## src/verilog/awcr_consts.vh

```
/*
 Constants for the wake-up configuration register block: register offsets,
 field positions, reset values and key-table window bases.
 Assumes it is included by bare name from the design files.
*/
// Function
// - Low four bits choose event interrupt line
// - Any-event key set: click or movement wakes
// - Any-event key clear: left/right click wakes
// - Control bit 2 swaps keyboard/mouse ports
// - Any-key bit: any char, else sequence
// - Index selects stored key sets entries
// - Index 0x10-0x1E reads incoming keys
// - Data register accesses indexed character
// - Status bit 5 flags standby power cycle
// - Bit 4 reports pre-loss system power off
// - Tracking bit clear: bit 4 reads zero
// - Read-to-clear bits clear after read
// - Mouse wake status latched until read
`ifndef AWCR_CONSTS_VH
`define AWCR_CONSTS_VH

// ****************************************
// Register offsets (byte address = 4 x index)
// ****************************************
`define AWCR_IDX_IRQ_SEL 8'h70
`define AWCR_IDX_WAKE_CTRL 8'hE0
`define AWCR_IDX_KEY_INDEX 8'hE1
`define AWCR_IDX_KEY_DATA 8'hE2
`define AWCR_IDX_EVT_STATUS 8'hE3
`define AWCR_IDX_TRACK_CTRL 8'hF8
`define AWCR_IDX_IRQ_STATUS 8'hF9
`define AWCR_IDX_IRQ_MASK 8'hFA

// ****************************************
// Reset values
// ****************************************
`define AWCR_RST_IRQ_SEL 8'h00
`define AWCR_RST_WAKE_CTRL 8'h01
`define AWCR_RST_KEY_INDEX 8'h00
`define AWCR_RST_KEY_DATA 8'hFF
`define AWCR_RST_EVT_STATUS 8'h08

// ****************************************
// Field positions
// ****************************************
`define AWCR_CTL_KB_ANY 0
`define AWCR_CTL_MS_ANY 1
`define AWCR_CTL_SWAP 2
`define AWCR_CTL_MS_BTN 4
`define AWCR_CTL_MS_EN 5
`define AWCR_CTL_PB_BLOCK 7
`define AWCR_ST_KB_WAKE 0
`define AWCR_ST_MS_WAKE 1
`define AWCR_ST_THERMAL 3
`define AWCR_ST_PWR_OFF 4
`define AWCR_ST_SB_CYCLE 5

// ****************************************
// Key table windows
// ****************************************
`define AWCR_SET0_BASE 8'h00
`define AWCR_INCOMING_BASE 8'h10
`define AWCR_SET1_BASE 8'h30
`define AWCR_SET2_BASE 8'h40
`define AWCR_SET_LAST 4'hE
`define AWCR_KEYS_PER_SET 15
`endif

```

## src/verilog/awcr_top.v

```verilog
/*
 Wake-up configuration register block: interrupt-line select, keyboard and
 mouse wake options, key-table window, read-to-clear event status, and an
 Avalon-MM slave with waitrequest.
 Assumes key and mouse strobes come from keyboard-controller logic on the
 same clock; power-button and supply flags are pins and are synchronised.
*/
// Our own choice: register access over Avalon-MM.
`timescale 1ns/10ps
`include "awcr_consts.vh"
module awcr_top #(
    parameter KEYS = `AWCR_KEYS_PER_SET
) (
    input wire i_ref_clk,
    input wire i_sys_rst,
    input wire [9:0] i_avs_address,
    input wire i_avs_read,
    input wire i_avs_write,
    input wire [31:0] i_avs_writedata,
    input wire [3:0] i_avs_byteenable,
    output reg [31:0] o_avs_readdata,
    output reg o_avs_waitrequest,
    output reg [1:0] o_avs_response,
    input wire i_kb_valid,
    input wire [7:0] i_kb_code,
    input wire i_ms_move,
    input wire i_ms_left_click,
    input wire i_ms_right_click,
    input wire i_power_button_input_n,
    input wire i_standby_returned,
    input wire i_sys_power_was_on,
    input wire i_thermal_evt,
    input wire i_power_event_request,
    output reg [15:0] o_power_event_irq_lines,
    output reg o_swap_ports,
    output reg o_power_button_output_n,
    output reg o_wake,
    output reg o_irq
);
    // ****************************************
    // Pin synchronisers
    // ****************************************
    wire [2:0] pins_w;
    awcr_sync #(
        .WIDTH(3)
    ) u_sync (
        .i_ref_clk(i_ref_clk),
        .i_sys_rst(i_sys_rst),
        .i_async({i_power_button_input_n, i_standby_returned, i_sys_power_was_on}),
        .o_sync(pins_w)
    );
    wire pb_in_n_w = pins_w[2];
    wire sb_ret_w = pins_w[1];
    wire pwr_on_w = pins_w[0];
    reg sb_ret_q;

    // ****************************************
    // Registers
    // ****************************************
    reg [3:0] irq_sel_q;
    reg [7:0] ctrl_q;
    reg [7:0] index_q;
    reg [7:0] status_q;
    reg track_q;
    reg [7:0] irq_stat_q;
    reg [7:0] irq_mask_q;
    reg [7:0] keys_q [0:3*KEYS-1];
    reg [7:0] key_data_spare_q;
    // Reset value is a whole byte; the select field keeps only its low nibble
    wire [7:0] irq_sel_rst_w = `AWCR_RST_IRQ_SEL;
    wire [8*KEYS-1:0] set0_w;
    wire [8*KEYS-1:0] incoming_w;
    wire kb_wake_w;
    genvar g;
    generate
        for (g = 0; g < KEYS; g = g + 1)
        begin : g_set0
            assign set0_w[g*8 +: 8] = keys_q[g];
        end
    endgenerate

    awcr_keyseq #(
        .KEYS(KEYS)
    ) u_keyseq (
        .i_ref_clk(i_ref_clk),
        .i_sys_rst(i_sys_rst),
        .i_key_valid(i_kb_valid),
        .i_key_code(i_kb_code),
        .i_any_key(ctrl_q[`AWCR_CTL_KB_ANY]),
        .i_stored(set0_w),
        .o_incoming(incoming_w),
        .o_wake(kb_wake_w)
    );

    // ****************************************
    // Bus decode
    // ****************************************
    wire [7:0] idx_w = i_avs_address[9:2];
    // Only byte lane 0 carries a register
    wire lane_w = i_avs_byteenable[0];
    // Busy flag: a request still held during its answer cycle is not taken twice
    reg acc_q;
    wire take_w = (i_avs_read | i_avs_write) & ~acc_q;
    wire wr_w = take_w & i_avs_write & lane_w;
    wire rd_w = take_w & i_avs_read;
    wire hit_w = (idx_w == `AWCR_IDX_IRQ_SEL) || (idx_w == `AWCR_IDX_WAKE_CTRL) ||
                 (idx_w == `AWCR_IDX_KEY_INDEX) || (idx_w == `AWCR_IDX_KEY_DATA) ||
                 (idx_w == `AWCR_IDX_EVT_STATUS) || (idx_w == `AWCR_IDX_TRACK_CTRL) ||
                 (idx_w == `AWCR_IDX_IRQ_STATUS) || (idx_w == `AWCR_IDX_IRQ_MASK);

    // Key table window: set number and slot from the index
    wire [3:0] slot_w = index_q[3:0];
    wire slot_ok_w = slot_w <= `AWCR_SET_LAST;
    reg [1:0] win_w;
    always @*
    begin
        win_w = 2'd3;
        if (slot_ok_w)
        begin
            case (index_q[7:4])
                4'h0: win_w = 2'd0;
                4'h3: win_w = 2'd1;
                4'h4: win_w = 2'd2;
                default: win_w = 2'd3;
            endcase
        end
    end
    wire in_incoming_w = slot_ok_w && (index_q[7:4] == `AWCR_INCOMING_BASE >> 4);
    // Set number times set size plus slot, cut to the table's address width
    wire [31:0] entry_full_w = win_w * KEYS + slot_w;
    wire [5:0] entry_w = entry_full_w[5:0];
    reg [7:0] key_rd_w;
    always @*
    begin
        if (in_incoming_w)
        begin
            key_rd_w = incoming_w[slot_w*8 +: 8];
        end
        else if (win_w != 2'd3)
        begin
            key_rd_w = keys_q[entry_w];
        end
        else
        begin
            key_rd_w = key_data_spare_q;
        end
    end

    // ****************************************
    // Mouse wake qualification
    // ****************************************
    // Mouse wake needs enable bit 5 set; the button-select key is stored but unused
    reg ms_wake_w;
    always @*
    begin
        ms_wake_w = 1'b0;
        if (ctrl_q[`AWCR_CTL_MS_EN])
        begin
            if (ctrl_q[`AWCR_CTL_MS_ANY])
            begin
                ms_wake_w = i_ms_move | i_ms_left_click | i_ms_right_click;
            end
            else
            begin
                ms_wake_w = i_ms_left_click | i_ms_right_click;
            end
        end
    end

    // ****************************************
    // Standby return edge
    // ****************************************
    // Edges are ignored until the synchroniser has filled after reset, so a
    // supply that is already up does not pass for a fresh power cycle
    reg [1:0] settle_q;
    wire settled_w = (settle_q == 2'b11);
    wire sb_evt_w = settled_w & sb_ret_w & ~sb_ret_q;
    wire [7:0] evt_w = {2'b00, sb_evt_w, sb_evt_w & track_q & ~pwr_on_w, i_thermal_evt,
                        1'b0, ms_wake_w, kb_wake_w};

    // ****************************************
    // Register updates
    // ****************************************
    integer k;
    always @(posedge i_ref_clk)
    begin
        if (i_sys_rst)
        begin
            acc_q <= 1'b0;
            irq_sel_q <= irq_sel_rst_w[3:0];
            ctrl_q <= `AWCR_RST_WAKE_CTRL;
            index_q <= `AWCR_RST_KEY_INDEX;
            status_q <= `AWCR_RST_EVT_STATUS;
            track_q <= 1'b0;
            settle_q <= 2'b00;
            irq_stat_q <= 8'h00;
            irq_mask_q <= 8'h00;
            key_data_spare_q <= `AWCR_RST_KEY_DATA;
            sb_ret_q <= 1'b0;
            o_avs_readdata <= 32'h00000000;
            o_avs_waitrequest <= 1'b1;
            o_avs_response <= 2'b00;
            for (k = 0; k < 3*KEYS; k = k + 1)
            begin
                keys_q[k] <= `AWCR_RST_KEY_DATA;
            end
        end
        else
        begin
            sb_ret_q <= sb_ret_w;
            if (!settled_w)
            begin
                settle_q <= settle_q + 2'b01;
            end
            acc_q <= take_w;
            o_avs_waitrequest <= ~take_w;
            if (take_w)
            begin
                o_avs_response <= hit_w ? 2'b00 : 2'b10;
            end
            if (wr_w)
            begin
                case (idx_w)
                    `AWCR_IDX_IRQ_SEL: irq_sel_q <= i_avs_writedata[3:0];
                    `AWCR_IDX_WAKE_CTRL: ctrl_q <= {i_avs_writedata[7:4], 1'b0, i_avs_writedata[2:0]};
                    `AWCR_IDX_KEY_INDEX: index_q <= i_avs_writedata[7:0];
                    `AWCR_IDX_KEY_DATA:
                    begin
                        if (win_w != 2'd3)
                        begin
                            keys_q[entry_w] <= i_avs_writedata[7:0];
                        end
                        else if (!in_incoming_w)
                        begin
                            key_data_spare_q <= i_avs_writedata[7:0];
                        end
                    end
                    `AWCR_IDX_TRACK_CTRL: track_q <= i_avs_writedata[7];
                    `AWCR_IDX_IRQ_MASK: irq_mask_q <= i_avs_writedata[7:0];
                    default: key_data_spare_q <= key_data_spare_q;
                endcase
            end
            // Set wins over the clear so an event in the read cycle is kept
            if (rd_w && idx_w == `AWCR_IDX_EVT_STATUS)
            begin
                status_q <= evt_w;
            end
            else
            begin
                status_q <= status_q | evt_w;
            end
            // Write-one-to-clear; an event in the same cycle keeps its bit set
            if (wr_w && idx_w == `AWCR_IDX_IRQ_STATUS)
            begin
                irq_stat_q <= (irq_stat_q & ~i_avs_writedata[7:0]) | evt_w;
            end
            else
            begin
                irq_stat_q <= irq_stat_q | evt_w;
            end
            o_avs_readdata <= 32'h00000000;
            if (rd_w)
            begin
                case (idx_w)
                    `AWCR_IDX_IRQ_SEL: o_avs_readdata[7:0] <= {4'h0, irq_sel_q};
                    `AWCR_IDX_WAKE_CTRL: o_avs_readdata[7:0] <= ctrl_q;
                    `AWCR_IDX_KEY_INDEX: o_avs_readdata[7:0] <= index_q;
                    `AWCR_IDX_KEY_DATA: o_avs_readdata[7:0] <= key_rd_w;
                    // Bit 4 forced low while tracking is off
                    `AWCR_IDX_EVT_STATUS: o_avs_readdata[7:0] <= status_q & {3'b111, track_q, 4'hF};
                    `AWCR_IDX_TRACK_CTRL: o_avs_readdata[7:0] <= {track_q, 7'h00};
                    `AWCR_IDX_IRQ_STATUS: o_avs_readdata[7:0] <= irq_stat_q;
                    `AWCR_IDX_IRQ_MASK: o_avs_readdata[7:0] <= irq_mask_q;
                    default: o_avs_readdata <= 32'h00000000;
                endcase
            end
        end
    end

    // ****************************************
    // Outputs
    // ****************************************
    always @(posedge i_ref_clk)
    begin
        if (i_sys_rst)
        begin
            o_power_event_irq_lines <= 16'h0000;
            o_swap_ports <= 1'b0;
            o_power_button_output_n <= 1'b1;
            o_wake <= 1'b0;
            o_irq <= 1'b0;
        end
        else
        begin
            o_power_event_irq_lines <= {15'h0000, i_power_event_request} << irq_sel_q;
            o_swap_ports <= ctrl_q[`AWCR_CTL_SWAP];
            // Blocked input counts as high; the output is wired-AND with wake whether blocked or not
            o_power_button_output_n <= (ctrl_q[`AWCR_CTL_PB_BLOCK] | pb_in_n_w) &
                                       ~(kb_wake_w | ms_wake_w);
            o_wake <= kb_wake_w | ms_wake_w;
            o_irq <= |(irq_stat_q & irq_mask_q);
        end
    end
endmodule

```

## src/verilog/awcr_sync.v

```verilog
/*
 Two-flop synchroniser bank for pin inputs.
 Assumes one clock; the first stage feeds only the second.
*/
`timescale 1ns/10ps
module awcr_sync #(
    parameter WIDTH = 1
) (
    input wire i_ref_clk,
    input wire i_sys_rst,
    input wire [WIDTH-1:0] i_async,
    output wire [WIDTH-1:0] o_sync
);
    reg [WIDTH-1:0] meta_q;
    reg [WIDTH-1:0] sync_q;
    always @(posedge i_ref_clk)
    begin
        if (i_sys_rst)
        begin
            meta_q <= {WIDTH{1'b0}};
            sync_q <= {WIDTH{1'b0}};
        end
        else
        begin
            meta_q <= i_async;
            sync_q <= meta_q;
        end
    end
    assign o_sync = sync_q;
endmodule

```

## src/verilog/awcr_keyseq.v

```verilog
/*
 Keyboard wake matcher: compares incoming characters against a stored
 sequence and records the incoming keystrokes.
 Assumes key strobes come from logic on the same clock.
*/
`timescale 1ns/10ps
`include "awcr_consts.vh"
module awcr_keyseq #(
    parameter KEYS = 15
) (
    input wire i_ref_clk,
    input wire i_sys_rst,
    input wire i_key_valid,
    input wire [7:0] i_key_code,
    input wire i_any_key,
    input wire [8*KEYS-1:0] i_stored,
    output reg [8*KEYS-1:0] o_incoming,
    output reg o_wake
);
    reg [3:0] pos_q;
    wire [7:0] expect_w;
    wire seq_end_w;
    assign expect_w = i_stored[pos_q*8 +: 8];
    // An 0xFF entry ends the stored sequence early, as erased entries do
    assign seq_end_w = (pos_q == KEYS - 1) || (i_stored[(pos_q+1)*8 +: 8] == 8'hFF);
    always @(posedge i_ref_clk)
    begin
        if (i_sys_rst)
        begin
            pos_q <= 4'h0;
            o_wake <= 1'b0;
            o_incoming <= {8*KEYS{1'b1}};
        end
        else
        begin
            o_wake <= 1'b0;
            if (i_key_valid)
            begin
                o_incoming <= {o_incoming[8*KEYS-9:0], i_key_code};
                if (i_any_key)
                begin
                    o_wake <= 1'b1;
                end
                else if (i_key_code == expect_w)
                begin
                    if (seq_end_w)
                    begin
                        o_wake <= 1'b1;
                        pos_q <= 4'h0;
                    end
                    else
                    begin
                        pos_q <= pos_q + 4'h1;
                    end
                end
                else
                begin
                    pos_q <= 4'h0;
                end
            end
        end
    end
endmodule

```

## config.mk

```make
export PLATFORM = sky130hd
export DESIGN_NAME = awcr_top
export DESIGN_NICKNAME = d
export VERILOG_FILES = /design/src/verilog/awcr_top.v /design/src/verilog/awcr_sync.v /design/src/verilog/awcr_keyseq.v
export VERILOG_INCLUDE_DIRS = /design/src /design/src/verilog
export SDC_FILE = /design/constraint.sdc
export NUM_CORES = 1
export LEC_CHECK = 0
export CORE_UTILIZATION = 60
export CTS_BUF_LIST = sky130_fd_sc_hd__clkbuf_2
export CTS_CLUSTER_DIAMETER = 80
export CTS_CLUSTER_SIZE = 40
export DETAILED_ROUTE_END_ITERATION = 8
export DONT_BUFFER_PORTS = 1
export GPL_ROUTABILITY_DRIVEN = 0
export MAX_ROUTING_LAYER = met4
export PLACE_DENSITY_LB_ADDON = 0.25
export SLEW_MARGIN = 20
export SYNTH_ARGS = -nofsm -noshare
export SYNTH_HDL_FRONTEND = slang
export SYNTH_HIERARCHICAL = 1
export SYNTH_SLANG_ARGS = --single-unit
```

## constraint.sdc

```tcl
create_clock -name i_ref_clk -period 4.7 [get_ports i_ref_clk]
set_input_delay 0 -clock i_ref_clk [delete_from_list [all_inputs] [get_ports i_ref_clk]]
set_output_delay 0 -clock i_ref_clk [all_outputs]
set_load 0.005 [all_outputs]
```

Word level (Yosys, flattened, before mapping)
Memory sizes are Yosys's and may differ from the RTL's.
Cells that the tools add are included.
{ "classes": {"n_bitwise": 32, "n_eq_ne": 16, "n_reduce_logical": 24, "addsub": 4, "mul": 1, "mux": 25, "magnitude_cmp": 1, "shift": 4} }
{ "op_table": {"columns": ["operator", "count"], "rows": [
  ["$shiftx A120 B8 Y8", 2],
  ["$shiftx A120 B33 Y8", 1],
  ["$eq A8 B8 Y1 const B", 8],
  ["$pmux W8 S8", 1],
  ["$mux W8", 4],
  ["$and A8 B8 Y8", 3],
  ["$or A8 B6 Y8", 3],
  ["$reduce_or A8 Y1", 2],
  ["$shl A1 B4 Y16", 1],
  ["$mux W1", 13],
  ["$mux W6", 2],
  ["$reduce_and A2 Y1", 6],
  ["$not A1 Y1", 10],
  ["$and A1 B1 Y1", 9],
  ["$eq A8 B7 Y1 const B", 1],
  ["$eq A8 B8 Y1", 1],
  ["$logic_or A1 B1 Y1", 8],
  ["$mux W4", 2],
  ["$not A8 Y8", 1],
  ["$add A6 B4 Y6", 1],
  ["$mul A2 B4 Y6 const B", 1],
  ["$or A1 B1 Y1", 6],
  ["$pmux W2 S3", 1],
  ["$reduce_or A2 Y1", 3],
  ["other kinds (14)", 17]
]} }
{ "totals": {"out_inout_bits": 55, "mem_count": 1, "inputBits": 67, "regBits": 242, "ram_bits": 360} }
{ "memory_table": {"columns": ["memory", "depth", "word_bits", "rd", "rd_clocked_by_memory_dff", "wr", "line_no", "rtl"], "rows": [
  ["keys_q", 45, 8, 16, 0, 45, "awcr_top.v:67", "reg [7:0] keys_q [0:3*KEYS-1];"]
]} }

Logic depth before layout (Yosys ltp)
{ "logic_depth": {"word_depth": 11, "depth_mapped": 16} }

By module
Netlist, hierarchy kept.
{ "modules_own_cells": {"columns": ["module", "area_each_um2", "seq_area_each_um2", "cells_per_inst", "instances"], "rows": [
  ["awcr_top", 27850.5, 17036.3, 1984, 1],
  ["awcr_keyseq", 6167.2, 2502.4, 661, 1],
  ["awcr_sync", 157.7, 120.1, 12, 1]
]} }

Worst setup path before layout
OpenSTA, ideal clock, no wires.
{ "synth_path": {"path_type": "reg2reg", "start": "reg index_q[0]", "end": "mem keys_q[58][0], enable pin", "arrival_ns": 3.951, "stages_incl_launch_ff": 15, "slack_ns": 0.378, "required_ns": 4.330, "setup_time_ns": 0.370, "cell_sequence": "dfxtp_1 buf_2 a41o_1 or3_1 fa_1 ha_1 fa_1 buf_4 buf_4 buf_2 nor3_1 nand2_1 clkbuf_1 clkbuf_1 nor2_1"} }
{ "synth_rtl": {"columns": ["element", "line_no", "rtl"], "rows": [
  ["start, declared", "awcr_top.v:62", "reg [7:0] index_q;"],
  ["start signal, assigned", "awcr_top.v:192", "index_q <= `AWCR_RST_KEY_INDEX;"],
  ["start signal, assigned", "awcr_top.v:226", "`AWCR_IDX_KEY_INDEX: index_q <= i_avs_writedata[7:0];"],
  ["end, declared", "awcr_top.v:67", null]
]} }

Final worst setup path
{ "layout_path": {"start": "reg index_q[3]", "end": "reg o_avs_readdata[7]"} }
{ "layout_between": {"elab_chain_len": 8} }
{ "layout_rtl": {"columns": ["element", "line_no", "rtl"], "rows": [
  ["$le A4 B4 Y1 (no line)", null, null],
  ["$mux W2", "awcr_top.v:118", "if (slot_ok_w)"],
  ["$mul A2 B4 Y6", "awcr_top.v:130", "wire [31:0] entry_full_w = win_w * KEYS + slot_w;"],
  ["$add A6 B4 Y6", "awcr_top.v:130", null],
  ["$mem_v2 Z45 W8", null, null],
  ["$mux W8", "awcr_top.v:139", "else if (win_w != 2'd3)"],
  ["$mux W8 (*)", "awcr_top.v:135", "if (in_incoming_w)"],
  ["$pmux W8 S8 (*)", "awcr_top.v:264", "case (idx_w)"],
  ["end signal, assigned", "awcr_top.v:265", "`AWCR_IDX_IRQ_SEL: o_avs_readdata[7:0] <= {4'h0, irq_sel_q};"],
  ["end signal, assigned", "awcr_top.v:266", "`AWCR_IDX_WAKE_CTRL: o_avs_readdata[7:0] <= ctrl_q;"],
  ["end signal, assigned", "awcr_top.v:267", "`AWCR_IDX_KEY_INDEX: o_avs_readdata[7:0] <= index_q;"],
  ["end, declared", "awcr_top.v:21", "output reg [31:0] o_avs_readdata,"]
]} }
Mark *: on every way between the ends. The rest lies on a longest branch, timed or not.
A chain may end at the register's enable or synchronous reset.

==> results.md <==
* Root buf cell: clkbuf_2
* Post-Synth XOR/XNOR Area at 0.2307%
* Number of vias in the routed layout at 23,900
* VDD IR max at 0.0002715 V
* Mapped Area at 34,180 sq um
* Die H at 240.7 um
* Synth async-reset ratio at 0%
* Yosys Warn Count at 6
* Max_cap viols at 0
* Sequential area share after synthesis at 57.52%
* Pre-antenna DRT Iters at 8
* Main synth FF type: edfxtp_1
* Worst slew pin tran at 1045 ps
* Setup slack after placement at -51.19 ps
* Crit share post-route at 99.26%
* Final antenna-violating net count at 0
* Max Clk Rate at 214.4 MHz
* Number of DRC markers in iteration 0 at 3,334
* Clock Pin Slew Worst Setup and Hold Paths at 640 ps
* Critical Path RT at 6170 ps
* Mapped Cells at 2,657
* Post-synthesis sequential element count at 726
* Final WS setup at 34.95 ps
* Pwr dens at 267.8 nW/um^2
* Fin nets at 2,818
* Total Wirelength at 97,600 um
* Largest family of logic cells by synthesized area: multiplexers
* Critical path class: flip-flop to flip-flop
* Port bufs at 0
* Post-synthesis adder-cell area fraction at 0.5638%
* GRT overflow at 0
* Core Box Area at 56,390 sq um
* Syn Area/Cell at 12.86 sq um
* # IOs at 122
* Slew Viols, Final at 0
* Arr. time, crit path at 6140 ps
* Post-synthesis simple-gate area fraction at 14.45%
* Clock sinks at 726
* Final Non-Filler Cells at 3,522
* CTS tree: built
* Share of cells above drive strength 1 at 16.47%
* Starting density of the core at 60.61%
* First-pass GRT wire length at 144,200 um
* Layout Skew at 200.6 ps
* Pleak at 11.41 nW
* Hold Violations, Final at 0
* Tightest Hold Check Type: primary input to flip-flop
* Fin Setup TNS at 0 ps
* Most frequent cells in the layout: 512 x edfxtp_1, 282 x or3_1, 244 x mux2i_1
* DIE AREA at 57,920 sq um
* Critical path startpoint category: flip-flop
* Clock Tree Buf Depth at 3
* Tot GR Track Use at 34.32%
* Post-synth EDFFs at 512
* Most common cell after layout, fill and taps aside: edfxtp_1
* Placed cells at 3,284
* Synth Area in Compound Gates at 6.154%
* Vias in the first global route at 23,160
* H-tree depth at 1
* Layout area overhead at 10.82%
* Largest net degree at the start of global routing at 117
* # DRC at 0
* CP endpoint kind: flip-flop
* Crit path max fanout at 12
* Distinct cell type count after synthesis at 92
* DR WL/cell at 27.71 um
* Rel. slew slack at 29.98%
* Num rows at 87
* Vias per cell at 6.784
* Minimum clock period at 4665 ps
* Layout filler cell count at 3,883
* Final Setup Violations at 0
* Design Power at 10.14 mW
* Clk_lat worst skew at 1470 ps
* DP HPWL at 57,380 um
* Fin util at 67.17%
* Mux contribution to synthesized area at 17.14%
* Antenna violations before repair at 3
* Die X at 240.7 um
* CTS Buf Count at 30
* Status: complete, no violations
## report_power, final
part / total (mW) / leakage [nW] / switching (mW) / internal, mW
registers: 6.92 / 5.68 / 0.0228 / 6.90
clock network: 2.69 / 0.329 / 2.19 / 0.501
logic: 0.531 / 5.40 / 0.334 / 0.197
total: 10.1 / 11.4 / 2.55 / 7.60
## final timing paths
check	startpoint	to	slack, ps	cells after the start
min	i_avs_writedata[2]	keys_q[59][2]	170	4
max reg2reg	index_q[3]	o_avs_readdata[7]	30	12
min reg2reg	ctrl_q[2]	o_swap_ports	420	1
max	index_q[3]	o_avs_readdata[7]	30	12
## cells by family after synthesis
kind of cell	after synthesis
xor gates and xnor gates	9
and+or+nand+nor	920
buffers and inverters	285
muxes	403
DFF	726
other	1
AOI/OAI and AO/OA	300
adders and majority gates	13
## synthesized netlist by cell type (all sizes together) (4+ instances only)
cell / number / area [sq um]
o21bai: 5 / 37.54
o22ai: 18 / 112.6
nor2: 116 / 437.9
nand3b: 8 / 72.57
clkbuf: 163 / 615.6
inv: 10 / 37.53
nand4: 26 / 168.9
a21o: 38 / 285.3
mux2i: 245 / 2452
or3: 282 / 1764
mux4: 144 / 3243
buf: 109 / 679.4
or3b: 7 / 61.31
and3: 13 / 81.33
o21ai: 32 / 160.1
or2: 69 / 431.7
ha: 9 / 112.6
edfxtp: 512 / 15370
nand2b: 24 / 150.1
a32oi: 8 / 70.07
a211o: 17 / 148.9
nand4b: 4 / 35.03
fa: 4 / 80.08
a31oi: 5 / 31.28
xor2: 6 / 52.55
nor3: 25 / 135.1
a211oi: 20 / 155.1
nand3: 61 / 305.3
a21oi: 67 / 339.1
and2: 6 / 37.54
nand2: 228 / 858.3
a221o: 7 / 70.07
mux2: 14 / 161.4
a221oi: 10 / 93.84
o211ai: 11 / 82.58
nor4: 5 / 61.31
a22oi: 26 / 195.2
nor2b: 33 / 206.5
dfxtp: 214 / 4284
## what timing repair did
action / in CTS / in global routing
pin swaps: 1 / 1
cloned: 0 / 3
setup buffers: 2 / 6
hold endpoints to repair: 1238 / 0
resized for setup: 2 / 12
hold buffers: 167 / 0
endpoints found under the setup margin: 5 / 29
## per-layer routing
metal	vias to the layer above	wire length [um]	global-route usage, %
met4	0	5136	15.88
met3	347	10270	5.913
met1	11790	35720	44.04
met5	-	0	-
met2	1593	46490	53.58
li1	10170	-	-
## final cells by class
cell class	count	area, sq um	area share, %
inverters	13	50.05	0.1321
flip-flops and latches	726	19670	51.93
clock inverters	25	449.2	1.186
repair buffers	297	3238	8.550
well taps	756	945.9	2.498
multi-input cells	1670	13360	35.27
clock buffers	31	155.1	0.4096
diodes	4	10.01	0.02643
## through the flow
step / cell area, sq um / hold slack (ps)
final: 37870 / 165.8
after global routing: 37870 / 141.2
after CTS: 37690 / 84.62
after detailed placement: 35040 / 104.0
after global placement: 35040 / 95.73
after floorplan: 34270 / 69.07
## registers in the layout (all words and copies together), names as in the netlist, 2 cells and up
name,cells
index_q,8
u_sync/meta_q,3
status_q,5
u_keyseq/pos_q,4
u_sync/o_sync,3
key_data_spare_q,8
o_avs_readdata,8
o_power_event_irq_lines,16
u_keyseq/o_incoming,120
irq_stat_q,8
ctrl_q,7
irq_mask_q,8
keys_q,512
irq_sel_q,4
settle_q,2
## critical path: stages (launching register included)
cell	delay (ps)
dfxtp_1	430
a41o_1	280
or3_1	370
buf_4	180
fa_2	470
fa_4	970
buf_12	190
mux4_2	320
mux4_2	540
o22ai_1	290
a21oi_1	190
a31o_1	240
a32o_1	240
Power figures use the tool's default switching activity.
